$ cat src/design/ivm_pkg.sv
package ivm_pkg;
	localparam int ADDR_W = 13;
	localparam int IDX_W = 5;
	localparam int SRC_N = 25;

	// ----------------------------------------
	// table bases and widths
	// ----------------------------------------
	localparam logic [ADDR_W-1:0] RESET_BASE = 13'h0000;
	localparam logic [ADDR_W-1:0] BOOT_BASE_DEFAULT = 13'h1000;
	localparam logic [1:0] WIDTH_NARROW = 2'h1;
	localparam logic [1:0] WIDTH_WIDE = 2'h2;
	localparam logic [1:0] FUSE_LOAD_CYCLES = 2'h3;

	// ----------------------------------------
	// vector indices, zero based
	// ----------------------------------------
	localparam logic [IDX_W-1:0] IDX_RESET = 5'h00;
	localparam logic [IDX_W-1:0] IDX_EXT_ZERO = 5'h01;
	localparam logic [IDX_W-1:0] IDX_EXT_ONE = 5'h02;
	localparam logic [IDX_W-1:0] IDX_PIN_GROUP0 = 5'h03;
	localparam logic [IDX_W-1:0] IDX_PIN_GROUP1 = 5'h04;
	localparam logic [IDX_W-1:0] IDX_PIN_GROUP2 = 5'h05;
	localparam logic [IDX_W-1:0] IDX_WATCHDOG = 5'h06;
	localparam logic [IDX_W-1:0] IDX_T2_MATCH_A = 5'h07;
	localparam logic [IDX_W-1:0] IDX_T2_MATCH_B = 5'h08;
	localparam logic [IDX_W-1:0] IDX_T2_WRAP = 5'h09;
	localparam logic [IDX_W-1:0] IDX_T1_CAPTURE = 5'h0A;
	localparam logic [IDX_W-1:0] IDX_T1_MATCH_A = 5'h0B;
	localparam logic [IDX_W-1:0] IDX_T1_MATCH_B = 5'h0C;
	localparam logic [IDX_W-1:0] IDX_T1_WRAP = 5'h0D;
	localparam logic [IDX_W-1:0] IDX_T0_MATCH_A = 5'h0E;
	localparam logic [IDX_W-1:0] IDX_T0_MATCH_B = 5'h0F;
	localparam logic [IDX_W-1:0] IDX_T0_WRAP = 5'h10;
	localparam logic [IDX_W-1:0] IDX_SERIAL_DONE = 5'h11;
	localparam logic [IDX_W-1:0] IDX_UART_RX_DONE = 5'h12;
	localparam logic [IDX_W-1:0] IDX_UART_TX_EMPTY = 5'h13;
	localparam logic [IDX_W-1:0] IDX_UART_TX_DONE = 5'h14;
	localparam logic [IDX_W-1:0] IDX_ADC_DONE = 5'h15;
	localparam logic [IDX_W-1:0] IDX_EEPROM_READY = 5'h16;
	localparam logic [IDX_W-1:0] IDX_COMPARATOR = 5'h17;
	localparam logic [IDX_W-1:0] IDX_TWO_WIRE = 5'h18;
	localparam logic [IDX_W-1:0] IDX_FLASH_STORE = 5'h19;

	typedef enum logic [1:0] {IVM_SMALL, IVM_MID, IVM_LARGE} ivm_variant_t;

	typedef struct packed {
		logic [IDX_W-1:0] index;
		logic [ADDR_W-1:0] addr;
	} ivm_offer_t;

	typedef struct packed {
		logic timeout;
		logic enableWrite;
		logic enableValue;
		logic flagWriteOne;
		logic resetMode;
	} ivm_wdt_ctrl_t;

	function automatic logic [1:0] vecWidth(input ivm_variant_t v);
		vecWidth = (v == IVM_LARGE) ? WIDTH_WIDE : WIDTH_NARROW;
	endfunction

	function automatic logic [ADDR_W-1:0] vecAddr(input logic [ADDR_W-1:0] base,
			input logic [IDX_W-1:0] idx, input ivm_variant_t v);
		logic [ADDR_W-1:0] step;
		step = ADDR_W'(idx) * ADDR_W'(vecWidth(v));
		vecAddr = base + step;
	endfunction
endpackage

$ cat src/design/ivm_vector_map.sv
`timescale 1ns/1ns
module ivm_vector_map #(
	parameter ivm_pkg::ivm_variant_t VARIANT = ivm_pkg::IVM_SMALL,
	parameter logic [ivm_pkg::ADDR_W-1:0] BOOT_BASE = ivm_pkg::BOOT_BASE_DEFAULT
) (
	input wire logic clk,
	input wire logic rst,
	input wire logic bootResetSelectFuse,
	input wire logic vectorTableSelect,
	input wire logic [ivm_pkg::SRC_N-1:0] srcReq,
	input wire ivm_pkg::ivm_wdt_ctrl_t wdtCtrl,
	input wire logic vectorTaken,
	output logic [ivm_pkg::ADDR_W-1:0] resetVector,
	output logic irqValid,
	output ivm_pkg::ivm_offer_t irqOffer,
	output logic watchdogTimeoutFlag,
	output logic watchdogInterruptEnable
);
	localparam bit HAS_BOOT = (VARIANT != ivm_pkg::IVM_SMALL);
	localparam int WDT_BIT = int'(ivm_pkg::IDX_WATCHDOG) - 1;

	initial begin
		if (HAS_BOOT && (int'(BOOT_BASE) + 2 * (ivm_pkg::SRC_N + 1)
				>= (1 << ivm_pkg::ADDR_W))) begin
			$error("ivm_vector_map: boot table does not fit");
		end
		if (HAS_BOOT && BOOT_BASE == ivm_pkg::RESET_BASE) begin
			$error("ivm_vector_map: boot base equals reset base");
		end
	end

	typedef enum {IVM_IDLE, IVM_OFFER} ivm_state_t;

	// ----------------------------------------
	// fuse synchroniser and load window
	// ----------------------------------------
	logic fuseMeta_q;
	logic fuseSync_q;
	logic [1:0] fuseLoad_q;
	logic bootReset_q;
	logic tableSel_q;

	always_ff @(posedge clk) begin
		fuseMeta_q <= bootResetSelectFuse;
		fuseSync_q <= fuseMeta_q;
	end

	// fuse is a static strap, so only the settled value after reset matters
	always_ff @(posedge clk) begin
		if (rst) begin
			fuseLoad_q <= ivm_pkg::FUSE_LOAD_CYCLES;
		end else if (fuseLoad_q != 2'h0) begin
			fuseLoad_q <= fuseLoad_q - 2'h1;
		end
	end

	always_ff @(posedge clk) begin
		if (rst) begin
			bootReset_q <= 1'b0;
		end else if (fuseLoad_q != 2'h0) begin
			bootReset_q <= HAS_BOOT && fuseSync_q;
		end
	end

	// control bit from the core clock domain, no synchroniser needed
	always_ff @(posedge clk) begin
		if (rst) begin
			tableSel_q <= 1'b0;
		end else begin
			tableSel_q <= HAS_BOOT && vectorTableSelect;
		end
	end

	// ----------------------------------------
	// reset vector
	// ----------------------------------------
	logic [ivm_pkg::ADDR_W-1:0] resetVector_q;
	logic [ivm_pkg::ADDR_W-1:0] resetVector_d;

	always_comb begin
		resetVector_d = ivm_pkg::RESET_BASE;
		if (bootReset_q) begin
			resetVector_d = BOOT_BASE;
		end
	end

	always_ff @(posedge clk) begin
		if (rst) begin
			resetVector_q <= ivm_pkg::RESET_BASE;
		end else begin
			resetVector_q <= resetVector_d;
		end
	end

	assign resetVector = resetVector_q;

	// ----------------------------------------
	// watchdog flag and request merge
	// ----------------------------------------
	ivm_state_t state_q;
	ivm_pkg::ivm_offer_t offer_q;
	logic wdtTaken;
	logic wdtReq;
	logic [ivm_pkg::SRC_N-1:0] pending;
	logic anyPending;
	logic [ivm_pkg::IDX_W-1:0] pickPos;

	assign wdtTaken = (state_q == IVM_OFFER) && vectorTaken
		&& (offer_q.index == ivm_pkg::IDX_WATCHDOG);

	ivm_wdt_flag u_wdt (
		.clk(clk),
		.rst(rst),
		.ctrl(wdtCtrl),
		.vectorTaken(wdtTaken),
		.flag(watchdogTimeoutFlag),
		.enable(watchdogInterruptEnable),
		.request(wdtReq)
	);

	// watchdog line comes from the local flag, never from the source bus
	always_comb begin
		pending = srcReq;
		pending[WDT_BIT] = wdtReq;
	end

	ivm_lowest_pick #(
		.N(ivm_pkg::SRC_N)
	) u_pick (
		.req(pending),
		.any(anyPending),
		.pos(pickPos)
	);

	// ----------------------------------------
	// offer to the core
	// ----------------------------------------
	logic [ivm_pkg::IDX_W-1:0] pickIdx;
	logic [ivm_pkg::ADDR_W-1:0] tableBase;

	assign pickIdx = pickPos + ivm_pkg::IDX_W'(1);
	assign tableBase = tableSel_q ? BOOT_BASE : ivm_pkg::RESET_BASE;

	// offer is frozen until taken, so the core never sees it change mid fetch
	always_ff @(posedge clk) begin
		if (rst) begin
			state_q <= IVM_IDLE;
		end else begin
			case (state_q)
				IVM_IDLE: begin
					if (anyPending) begin
						state_q <= IVM_OFFER;
					end
				end
				IVM_OFFER: begin
					if (vectorTaken) begin
						state_q <= IVM_IDLE;
					end
				end
				default: begin
					state_q <= IVM_IDLE;
				end
			endcase
		end
	end

	always_ff @(posedge clk) begin
		if (rst) begin
			offer_q <= '0;
		end else if (state_q == IVM_IDLE && anyPending) begin
			offer_q.index <= pickIdx;
			offer_q.addr <= ivm_pkg::vecAddr(tableBase, pickIdx, VARIANT);
		end
	end

	assign irqValid = (state_q == IVM_OFFER);
	assign irqOffer = offer_q;

	logic [1:0] expWidth;
	assign expWidth = (VARIANT == ivm_pkg::IVM_LARGE) ? 2'h2 : 2'h1;
endmodule // ivm_vector_map

$ cat src/design/ivm_lowest_pick.sv
`timescale 1ns/1ns
module ivm_lowest_pick #(
	parameter int N = ivm_pkg::SRC_N
) (
	input wire logic [N-1:0] req,
	output logic any,
	output logic [ivm_pkg::IDX_W-1:0] pos
);
	initial begin
		if (N < 1 || N >= (1 << ivm_pkg::IDX_W)) begin
			$error("ivm_lowest_pick: N out of range");
		end
	end

	// ----------------------------------------
	// scan from the top so the lowest bit wins
	// ----------------------------------------
	always_comb begin
		any = 1'b0;
		pos = '0;
		for (int i = N - 1; i >= 0; i--) begin
			if (req[i]) begin
				any = 1'b1;
				pos = ivm_pkg::IDX_W'(i);
			end
		end
	end
endmodule // ivm_lowest_pick

$ cat src/design/ivm_wdt_flag.sv
`timescale 1ns/1ns
module ivm_wdt_flag (
	input wire logic clk,
	input wire logic rst,
	input wire ivm_pkg::ivm_wdt_ctrl_t ctrl,
	input wire logic vectorTaken,
	output logic flag,
	output logic enable,
	output logic request
);
	logic flag_q;
	logic enable_q;

	// ----------------------------------------
	// timeout flag; a timeout while enabled beats any clear
	// ----------------------------------------
	always_ff @(posedge clk) begin
		if (rst) begin
			flag_q <= 1'b0;
		end else if (ctrl.timeout && enable_q) begin
			flag_q <= 1'b1;
		end else if (vectorTaken || ctrl.flagWriteOne) begin
			flag_q <= 1'b0;
		end
	end

	// ----------------------------------------
	// interrupt enable; software write wins over the hardware clear
	// ----------------------------------------
	always_ff @(posedge clk) begin
		if (rst) begin
			enable_q <= 1'b0;
		end else if (ctrl.enableWrite) begin
			enable_q <= ctrl.enableValue;
		end else if (vectorTaken && ctrl.resetMode) begin
			enable_q <= 1'b0;
		end
	end

	assign flag = flag_q;
	assign enable = enable_q;
	assign request = flag_q && enable_q;
endmodule // ivm_wdt_flag

$ cat config.mk
export PLATFORM = sky130hd
export DESIGN_NAME = ivm_vector_map
export DESIGN_NICKNAME = d
export VERILOG_FILES = /design/src/design/ivm_pkg.sv /design/src/design/ivm_vector_map.sv /design/src/design/ivm_lowest_pick.sv /design/src/design/ivm_wdt_flag.sv
export SDC_FILE = /design/constraint.sdc
export NUM_CORES = 1
export LEC_CHECK = 0
export BUFFER_PORTS_ARGS = -buffer_cell sky130_fd_sc_hd__buf_2
export CAP_MARGIN = 20
export CORE_UTILIZATION = 39
export CTS_CLUSTER_DIAMETER = 200
export DETAILED_ROUTE_END_ITERATION = 12
export GPL_TIMING_DRIVEN = 0
export PLACE_DENSITY = 0.85
export SYNTH_ARGS = -nofsm -noshare
export SYNTH_HDL_FRONTEND = slang
export SYNTH_SLANG_ARGS = --single-unit
$ cat constraint.sdc
create_clock -name clk -period 2.19 [get_ports clk]
set_input_delay 0.3285 -clock clk [delete_from_list [all_inputs] [get_ports clk]]
set_output_delay 0.3285 -clock clk [all_outputs]
set_load 0.02 [all_outputs]
==> impl_table.tex, run 1 <==
\begin{tabular}{lr}
\hline
Metric & Value \\
\hline
\multicolumn{2}{l}{\textbf{Clock tree}} \\
\quad TritonCTS clock tree & yes \\
\quad Number of levels in the clock H-tree & 1 \\
\quad Num CTS Buffers & 3 \\
\quad Count of hold-fix buffers inserted at cts & 0 \\
\quad Buffer levels on the longest clock path & 2 \\
\quad CTS Sinks & 8 \\
\quad Clock slew at reported path FFs & approximately 0.05 ns \\
\quad Count of buffers added by post-CTS timing repair for setup & 0 \\
\quad Clock latency at the later pin of the worst-skew pair & roughly 0.25 ns \\
\quad Root Buffer Master & clkbuf\_4 \\
\multicolumn{2}{l}{\textbf{Pwr}} \\
\quad Max VDD drop & 0.000243 V \\
\quad Lkg Pwr & 0.623 nW \\
\quad Total power density per cell area & 401 mW/mm2 \\
\multicolumn{2}{l}{\textbf{Place}} \\
\quad Detailed placement HPWL & 1.76 mm \\
\quad Gp weighted congestion & 0.783 \\
\quad Port bufs & 43 \\
\quad Number of cells in the design after placement & 211 \\
\multicolumn{2}{l}{\textbf{Die}} \\
\quad Die Wd & roughly 50 um \\
\quad Height of the die & just under 50 um \\
\quad Core area & 0.00200 mm2 \\
\quad Starting utilization of the core area & 0.425 \\
\quad Die outline area & 0.00237 mm2 \\
\quad Number of ports placed on the die boundary & 69 \\
\quad Standard-cell row count & 16 \\
\multicolumn{2}{l}{\textbf{Routing}} \\
\quad Residual DRC & 0 \\
\quad Final wirelength & $\sim$2.0 mm \\
\quad Vias per std cell & 4.58 \\
\quad Total number of vias & between 900 and 1,000 \\
\quad Remaining number of nets flagged by the antenna check after routing & 0 \\
\quad Mean routed wirelength per cell & between 9 and 10 um \\
\quad Number of detailed-routing iterations run before antenna repair & 3 \\
\quad First-iteration detailed-routing DRC count & 14 \\
\multicolumn{2}{l}{\textbf{Setup path}} \\
\quad Worst setup path class & input port to flop \\
\quad R2R Path Start & u\_wdt.enable \\
\quad Kind of start point of the critical path & input port \\
\quad Worst reg-to-reg path cell count & 9 \\
\quad Crit path buf inv count & 1 \\
\quad Worst Path Max Fanout & 5 \\
\quad Register-to-register setup slack & roughly 0.38 ns \\
\quad Slowest CP cell & a311oi\_2 \\
\quad Signal arrival time at the worst endpoint & about 2.1 ns \\
\quad End of the worst register-to-register path & irqOffer[17] \\
\quad CP delay by family, top & simple AND/OR/NAND/NOR gates \\
\quad Worst Path Required & 2.37 ns \\
\quad Critical-path cell list & buf\_2, nor4\_2, o21ai\_1, a311oi\_2, nor4\_2, nor3\_1, ha\_1, nor2\_1, nor2\_1, a21oi\_1, nor3\_1 \\
\quad Crit path largest cell delay & 0.32 ns \\
\quad Critical path capture point type & flop \\
\multicolumn{2}{l}{\textbf{Logic synthesis}} \\
\quad Number of synthesized register bits & 8 \\
\quad Total number of yosys warnings & 0 \\
\quad Simple-Gate Fraction of Synth Area & 0.304 \\
\quad Post-synthesis sequential area ratio & 0.188 \\
\quad Area share of the largest cell type after synthesis & 0.229 \\
\quad Synth Area in Compound Gates & 0.215 \\
\quad Adder-Cell Fraction of Synth Area & 0.0147 \\
\quad Cells taking the most area after synthesis & buf\_4 23\%, dfxtp\_1 19\%, nor2\_1 8.8\%, a21oi\_1 5.9\%, nor3\_1 4.7\% \\
\quad Per-instance average area after synthesis & 7.03 um2 \\
\quad Largest family of logic cells by synthesized area & simple AND/OR/NAND/NOR gates \\
\quad Post-Syn Area & 851 um2 \\
\quad Cell type with the largest total area after synthesis & buf\_4 \\
\quad Xor-xnor portion of the synthesized cell area & 0.0103 \\
\quad Multiplexer fraction of the synthesized cell area & 0.0118 \\
\quad Synth unique cells & 32 \\
\quad Post-synthesis cell count & 121 \\
\multicolumn{2}{l}{\textbf{Cells and area}} \\
\quad Final standard cell utilization of the core & 0.608 \\
\quad Footprint of the flip-flops and latches & around 160 um2 \\
\quad Ant diodes & 0 \\
\quad Number of filler instances in the final layout & 213 \\
\quad Synth-to-layout area growth & 42.9\% \\
\quad Net count, final & around 230 \\
\quad Final standard cell count with taps included and fillers excluded & 214 \\
\quad Layout cell share with drive strength beyond 1 & 0.412 \\
\quad Area occupied by multi-input gates & 571 um2 \\
\multicolumn{2}{l}{\textbf{GRT}} \\
\quad GR met2 Demand/Resource & 0.315 \\
\quad Layer with the highest usage & met2 \\
\quad Overall global routing resource usage & 0.184 \\
\quad Met3 global-route usage & 0.0472 \\
\quad Maximum number of pins on one net before global-route repair & 9 \\
\quad Remaining global-route overflow & 0 \\
\quad Wire length of the first global-routing pass & 3.39 mm \\
\quad Vias in the first global route & 822 \\
\quad Initial antenna violation count & 0 \\
\quad Met1 global-route usage & 0.205 \\
\multicolumn{2}{l}{\textbf{STA}} \\
\quad Period Utilization, post-route & 0.878 \\
\quad Max Transition Viols Final & 0 \\
\quad Maximum operating frequency & about 0.52 GHz \\
\quad Maximum clock skew at final layout & roughly 0.0017 ns \\
\quad Time the worst path needs with I/O delays and setup & 1.92 ns \\
\quad Setup-failing EPs final & 0 \\
\quad Setup repair after global routing missed its margin & no \\
\quad Least-Margin Pin Slew & roughly 0.58 ns \\
\quad Worst slew slack as a fraction of its limit & 0.616 \\
\quad Hold Violations, Final & 0 \\
\multicolumn{2}{l}{\textbf{Min path}} \\
\quad Start point of the worst min-delay path & wdtCtrl[4] \\
\quad Worst-case hold path end point & u\_wdt.flag \\
\quad WHS Path Cells & 3 \\
\quad HP Class & input port to flop \\
\multicolumn{2}{l}{\textbf{Job}} \\
\quad Max-cap violations & 0 \\
\multicolumn{2}{l}{\textbf{Run status}} \\
\quad Status & completed \\
\hline
\end{tabular}
==> worst register-to-register path, cell delays in order (launching register included) <==
cell,delay (ns)
dfxtp_1,0.34
a21o_1,0.23
a311oi_2,0.24
nor4_2,0.10
nor3_1,0.21
ha_1,0.23
nor2_1,0.06
nor2_1,0.10
a21oi_1,0.07
nor3_1,0.16
==> report_power, final <==
| group | leakage (nW) | total (mW) | internal (mW) | switching (mW) |
|---|---|---|---|---|
| registers | 0.0661 | 0.167 | 0.156 | 0.0111 |
| logic | 0.543 | 0.210 | 0.0897 | 0.120 |
| clock network | 0.0138 | 0.110 | 0.0625 | 0.0479 |
| total | 0.623 | 0.487 | 0.308 | 0.179 |
==> per-layer routing <==
metal	routed length (um)	part of all wire
met2	1010	0.50
met1	826	0.41
met5	0	0
met4	38	0.019
met3	164	0.080
==> cells in the mapped netlist <==
library cell,count
buf_4,26
nor2_1,20
a21oi_1,10
dfxtp_1,8
nor3_1,8
nand2_1,7
nor4_1,5
inv_1,4
a211oi_1,3
a311oi_1,3
o21ai_1,3
a21o_1,2
nor2b_1,2
o21ai_0,2
a211o_1,1
a31oi_2,1
buf_1,1
conb_1,1
ha_1,1
mux2i_1,1
nand2b_1,1
nand3b_1,1
nand4b_1,1
nor3b_1,1
nor4_4,1
nor4b_1,1
o211ai_1,1
o21bai_1,1
o31ai_1,1
or3_1,1
or4_1,1
xnor2_1,1
==> cells by family after synthesis <==
logic type	Yosys count
simple gates	50
mux	1
buf+inv	31
compound gates	28
flops	8
fa+ha+maj	1
xor+xnor	1
other cells	1
==> flip-flops by register name, summed over array words and instances, names as in the netlist <==
name	flops
u_wdt.enable	1
u_wdt.flag	1
irqOffer	5
state_q	1
==> stage by stage <==
stage               power, mW  hold WS [ns]  TNS [ns]  setup WS [ns]  instance area [um2]
floorplan               0.308         0.465         0          0.329                  926
CTS                     0.489         0.305         0          0.240                 1200
finish                  0.487         0.313         0          0.267                 1220
detailed placement      0.375         0.518  -0.00525       -0.00525                 1170
global route            0.523         0.315         0         0.0227                 1220
global placement        0.369         0.512         0         0.0885                 1170
==> placed cells by master (no fill, tap or decap), types with 2 or more instances in the layout <==
| cell | count |
|---|---|
| nor4_2 | 2 |
| buf_4 | 26 |
| nor4_1 | 3 |
| nor2b_1 | 2 |
| conb_1 | 21 |
| buf_2 | 43 |
| a311oi_1 | 2 |
| a21o_1 | 2 |
| o21ai_1 | 3 |
| a21oi_1 | 10 |
| nand2_1 | 7 |
| nor3_1 | 8 |
| nor2_1 | 20 |
| clkbuf_4 | 3 |
| dfxtp_1 | 8 |
| a211oi_1 | 3 |
| o21ai_0 | 2 |
| inv_1 | 4 |
==> worst max path at each step <==
stage	from	to	cells after the start	slack [ns]
detailed placement	srcReq[16]	irqOffer[17]	11	-0.005
global placement	srcReq[16]	irqOffer[16]	7	0.09
floorplan	srcReq[16]	irqOffer[16]	6	0.33
CTS	srcReq[16]	irqOffer[17]	11	0.24
global route	srcReq[16]	irqOffer[17]	11	0.02
finish	srcReq[16]	irqOffer[17]	11	0.27
==> final cells by class <==
| type | instances | area share |
|---|---|---|
| Buffer | 27 | 0.164 |
| Clock buffer | 3 | 0.0185 |
| Inverter | 4 | 0.0123 |
| Multi-Input combinational cell | 102 | 0.469 |
| Sequential cell | 8 | 0.132 |
| Tap cell | 27 | 0.0278 |
| Timing Repair Buffer | 43 | 0.177 |
==> repair_timing <==
item                       4_1_cts  5_1_grt
setup endpoints to repair        0        1
gates resized for setup          0        3
hold endpoints to repair         0        0
(Power assumes the default switching activity.)
==> inputs of run 2 (changes only) <==
BUFFER_PORTS_ARGS = default   (was -buffer_cell sky130_fd_sc_hd__buf_2)
CORE_UTILIZATION = 55   (was 39)
DONT_BUFFER_PORTS = 1   (was default)
PLACE_DENSITY = 0.75   (was 0.85)
==> impl_table.tex, run 2 (same netlist as run 1, synthesis figures left out) <==
\begin{tabular}{lr}
\hline
Metric & Value \\
\hline
\multicolumn{2}{l}{\textbf{Die}} \\
\quad Height of the die & 41.3 um (-15\%) \\
\quad Core area & 0.00137 mm2 (-32\%) \\
\quad Die outline area & 0.00171 mm2 (-28\%) \\
\quad Starting utilization of the core area & 0.623 (+0.198) \\
\quad Number of ports placed on the die boundary & 69 (unchanged) \\
\quad Standard-cell row count & 13 (-3) \\
\quad Die Wd & 41.3 um (-15\%) \\
\multicolumn{2}{l}{\textbf{Cells and area}} \\
\quad Ant diodes & 0 (unchanged) \\
\quad Area occupied by multi-input gates & 558 um2 (-2.2\%) \\
\quad Max reg flops & 5 (unchanged) \\
\quad Most used cells in the layout excluding fill and tap cells & 26 x buf\_4, 21 x conb\_1, 20 x nor2\_1 \\
\quad Synth-to-layout area growth & 14.4\% \\
\quad Net count, final & 182 (-19\%) \\
\quad Footprint of the flip-flops and latches & 160 um2 (unchanged) \\
\quad Final standard cell utilization of the core & 0.712 (+0.105) \\
\quad Leading cell type in the layout, fill and taps excluded & buf\_4 \\
\quad Layout cell share with drive strength beyond 1 & 0.222 (-0.190) \\
\quad Number of filler instances in the final layout & 125 (-41\%) \\
\quad Total non-filler cell area in the finished layout & 973 um2 (-20\%) \\
\multicolumn{2}{l}{\textbf{Job}} \\
\quad Max-cap violations & 0 (unchanged) \\
\multicolumn{2}{l}{\textbf{GRT}} \\
\quad Wire length of the first global-routing pass & 2.41 mm (-29\%) \\
\quad Initial antenna violation count & 0 (unchanged) \\
\quad Maximum number of pins on one net before global-route repair & 9 (unchanged) \\
\quad Remaining global-route overflow & 0 (unchanged) \\
\quad Vias in the first global route & 650 (-21\%) \\
\quad Overall global routing resource usage & 0.213 (+0.0294) \\
\quad Met1 global-route usage & 0.244 (+0.0382) \\
\quad GR met2 Demand/Resource & 0.395 (+0.0797) \\
\quad Layer with the highest usage & met2 \\
\quad Met3 global-route usage & 0.0691 (+0.0220) \\
\multicolumn{2}{l}{\textbf{Setup path}} \\
\quad Worst Path Max Fanout & 5 (unchanged) \\
\quad Worst setup path class & flop to flop \\
\quad Kind of start point of the critical path & flop \\
\quad Worst Path Required & 2.32 ns (-0.05 ns) \\
\quad Critical path capture point type & flop \\
\quad Signal arrival time at the worst endpoint & 2.08 ns (-0.02 ns) \\
\multicolumn{2}{l}{\textbf{Run status}} \\
\quad Status & completed \\
\multicolumn{2}{l}{\textbf{Clock tree}} \\
\quad Num CTS Buffers & 3 (unchanged) \\
\quad Number of levels in the clock H-tree & 1 (unchanged) \\
\quad CTS Sinks & 8 (unchanged) \\
\quad Clock latency at the later pin of the worst-skew pair & 0.25 ns (about the same) \\
\quad Number of gates resized after cts & 0 (unchanged) \\
\quad Clock slew at reported path FFs & 0.06 ns (about the same) \\
\quad Buffer levels on the longest clock path & 2 (unchanged) \\
\quad Count of buffers added by post-CTS timing repair for setup & 0 (unchanged) \\
\quad TritonCTS clock tree & yes \\
\quad Root Buffer Master & clkbuf\_4 \\
\quad Count of hold-fix buffers inserted at cts & 0 (unchanged) \\
\multicolumn{2}{l}{\textbf{Place}} \\
\quad Port bufs & 0 (-100\%) \\
\quad Post-DP Area & 945 um2 (-20\%) \\
\quad Detailed placement HPWL & 1.52 mm (-13\%) \\
\quad Gp weighted congestion & 0.752 (-4.0\%) \\
\multicolumn{2}{l}{\textbf{Pwr}} \\
\quad Max VDD drop & 0.000327 V (+35\%) \\
\quad Total power draw & 433 uW (-11\%) \\
\quad Lkg Pwr & 0.438 nW (-30\%) \\
\quad Total power density per cell area & 445 mW/mm2 (+11\%) \\
\multicolumn{2}{l}{\textbf{STA}} \\
\quad Setup repair after global routing missed its margin & no \\
\quad Maximum clock skew at final layout & 0.00402 ns (+0.00228 ns) \\
\quad Time the worst path needs with I/O delays and setup & 1.95 ns (+0.0313 ns) \\
\quad Period Utilization, post-route & 0.892 (+0.0143) \\
\quad Maximum operating frequency & 0.512 GHz (-1.6\%) \\
\quad Setup TNS & 0 ns (unchanged) \\
\quad Worst slew slack as a fraction of its limit & 0.589 (-0.0267) \\
\quad Least-Margin Pin Slew & 0.617 ns (+0.0401 ns) \\
\quad Hold Violations, Final & 0 (unchanged) \\
\quad Setup-failing EPs final & 0 (unchanged) \\
\quad Max Transition Viols Final & 0 (unchanged) \\
\quad Worst Hold Slack & 0.207 ns (-0.107 ns) \\
\multicolumn{2}{l}{\textbf{Routing}} \\
\quad First-iteration detailed-routing DRC count & 14 (unchanged) \\
\quad Final wirelength & 1.76 mm (-14\%) \\
\quad Residual DRC & 0 (unchanged) \\
\quad Mean routed wirelength per cell & 11.0 um (+16\%) \\
\quad Number of detailed-routing iterations run before antenna repair & 4 (+1) \\
\quad Total number of vias & 838 (-15\%) \\
\quad Vias per std cell & 5.27 (+15\%) \\
\quad Remaining number of nets flagged by the antenna check after routing & 0 (unchanged) \\
\multicolumn{2}{l}{\textbf{Min path}} \\
\quad HP Class & input port to flop \\
\hline
\end{tabular}
run 2: changes by cell type in the layout (fill, tap and decap cells not counted):
cell	delta
buf_2	-43
a311oi_1	+1
nor4_2	-1
nor4_1	+1
a311oi_2	-1
run 2: final cells by class:
type / instances / area share
multi-input cells: 102 / 0.573
well taps: 15 / 0.0193
clock buffers: 3 / 0.0231
inverters: 4 / 0.0154
flip-flops and latches: 8 / 0.165
plain buffers: 27 / 0.204
run 2: metrics by stage:
step | setup slack, ns | cells
finish | 0.236 | 159
global route | 0.0718 | 159
CTS | 0.118 | 159
floorplan | 0.329 | 141
detailed placement | 0.137 | 156
global placement | 0.174 | 156
run 2: per-layer routing:
layer,share of wire,up-vias
met5,0,-
met4,0,0
met3,0.11,0
met2,0.47,53
met1,0.42,351
li1,-,434
run 2: path summary, 6_finish.rpt:
kind,startpoint,end,slack [ns],cells after the start
setup / recovery,u_wdt.enable,irqOffer[17],0.24,9
hold / removal,wdtCtrl[3],u_wdt.enable,0.21,2
setup reg to reg,u_wdt.enable,irqOffer[17],0.24,9
hold reg to reg,irqOffer[13],irqOffer[13],0.62,2
run 2: power breakdown:
group | switching, mW | total, mW | internal (mW) | leakage (nW)
clock | 0.0505 | 0.113 | 0.0627 | 0.0138
sequential | 0.0243 | 0.180 | 0.156 | 0.0661
combinational | 0.0791 | 0.139 | 0.0602 | 0.358
total | 0.154 | 0.433 | 0.279 | 0.438
run 2: critical path, stage by stage (launching register included):
cell,delay [ns]
dfxtp_1,0.50
a21o_1,0.23
a311oi_1,0.07
nor4_2,0.34
nor3_1,0.10
ha_1,0.22
nor2_1,0.11
nor2_1,0.04
a21oi_1,0.15
nor3_1,0.06
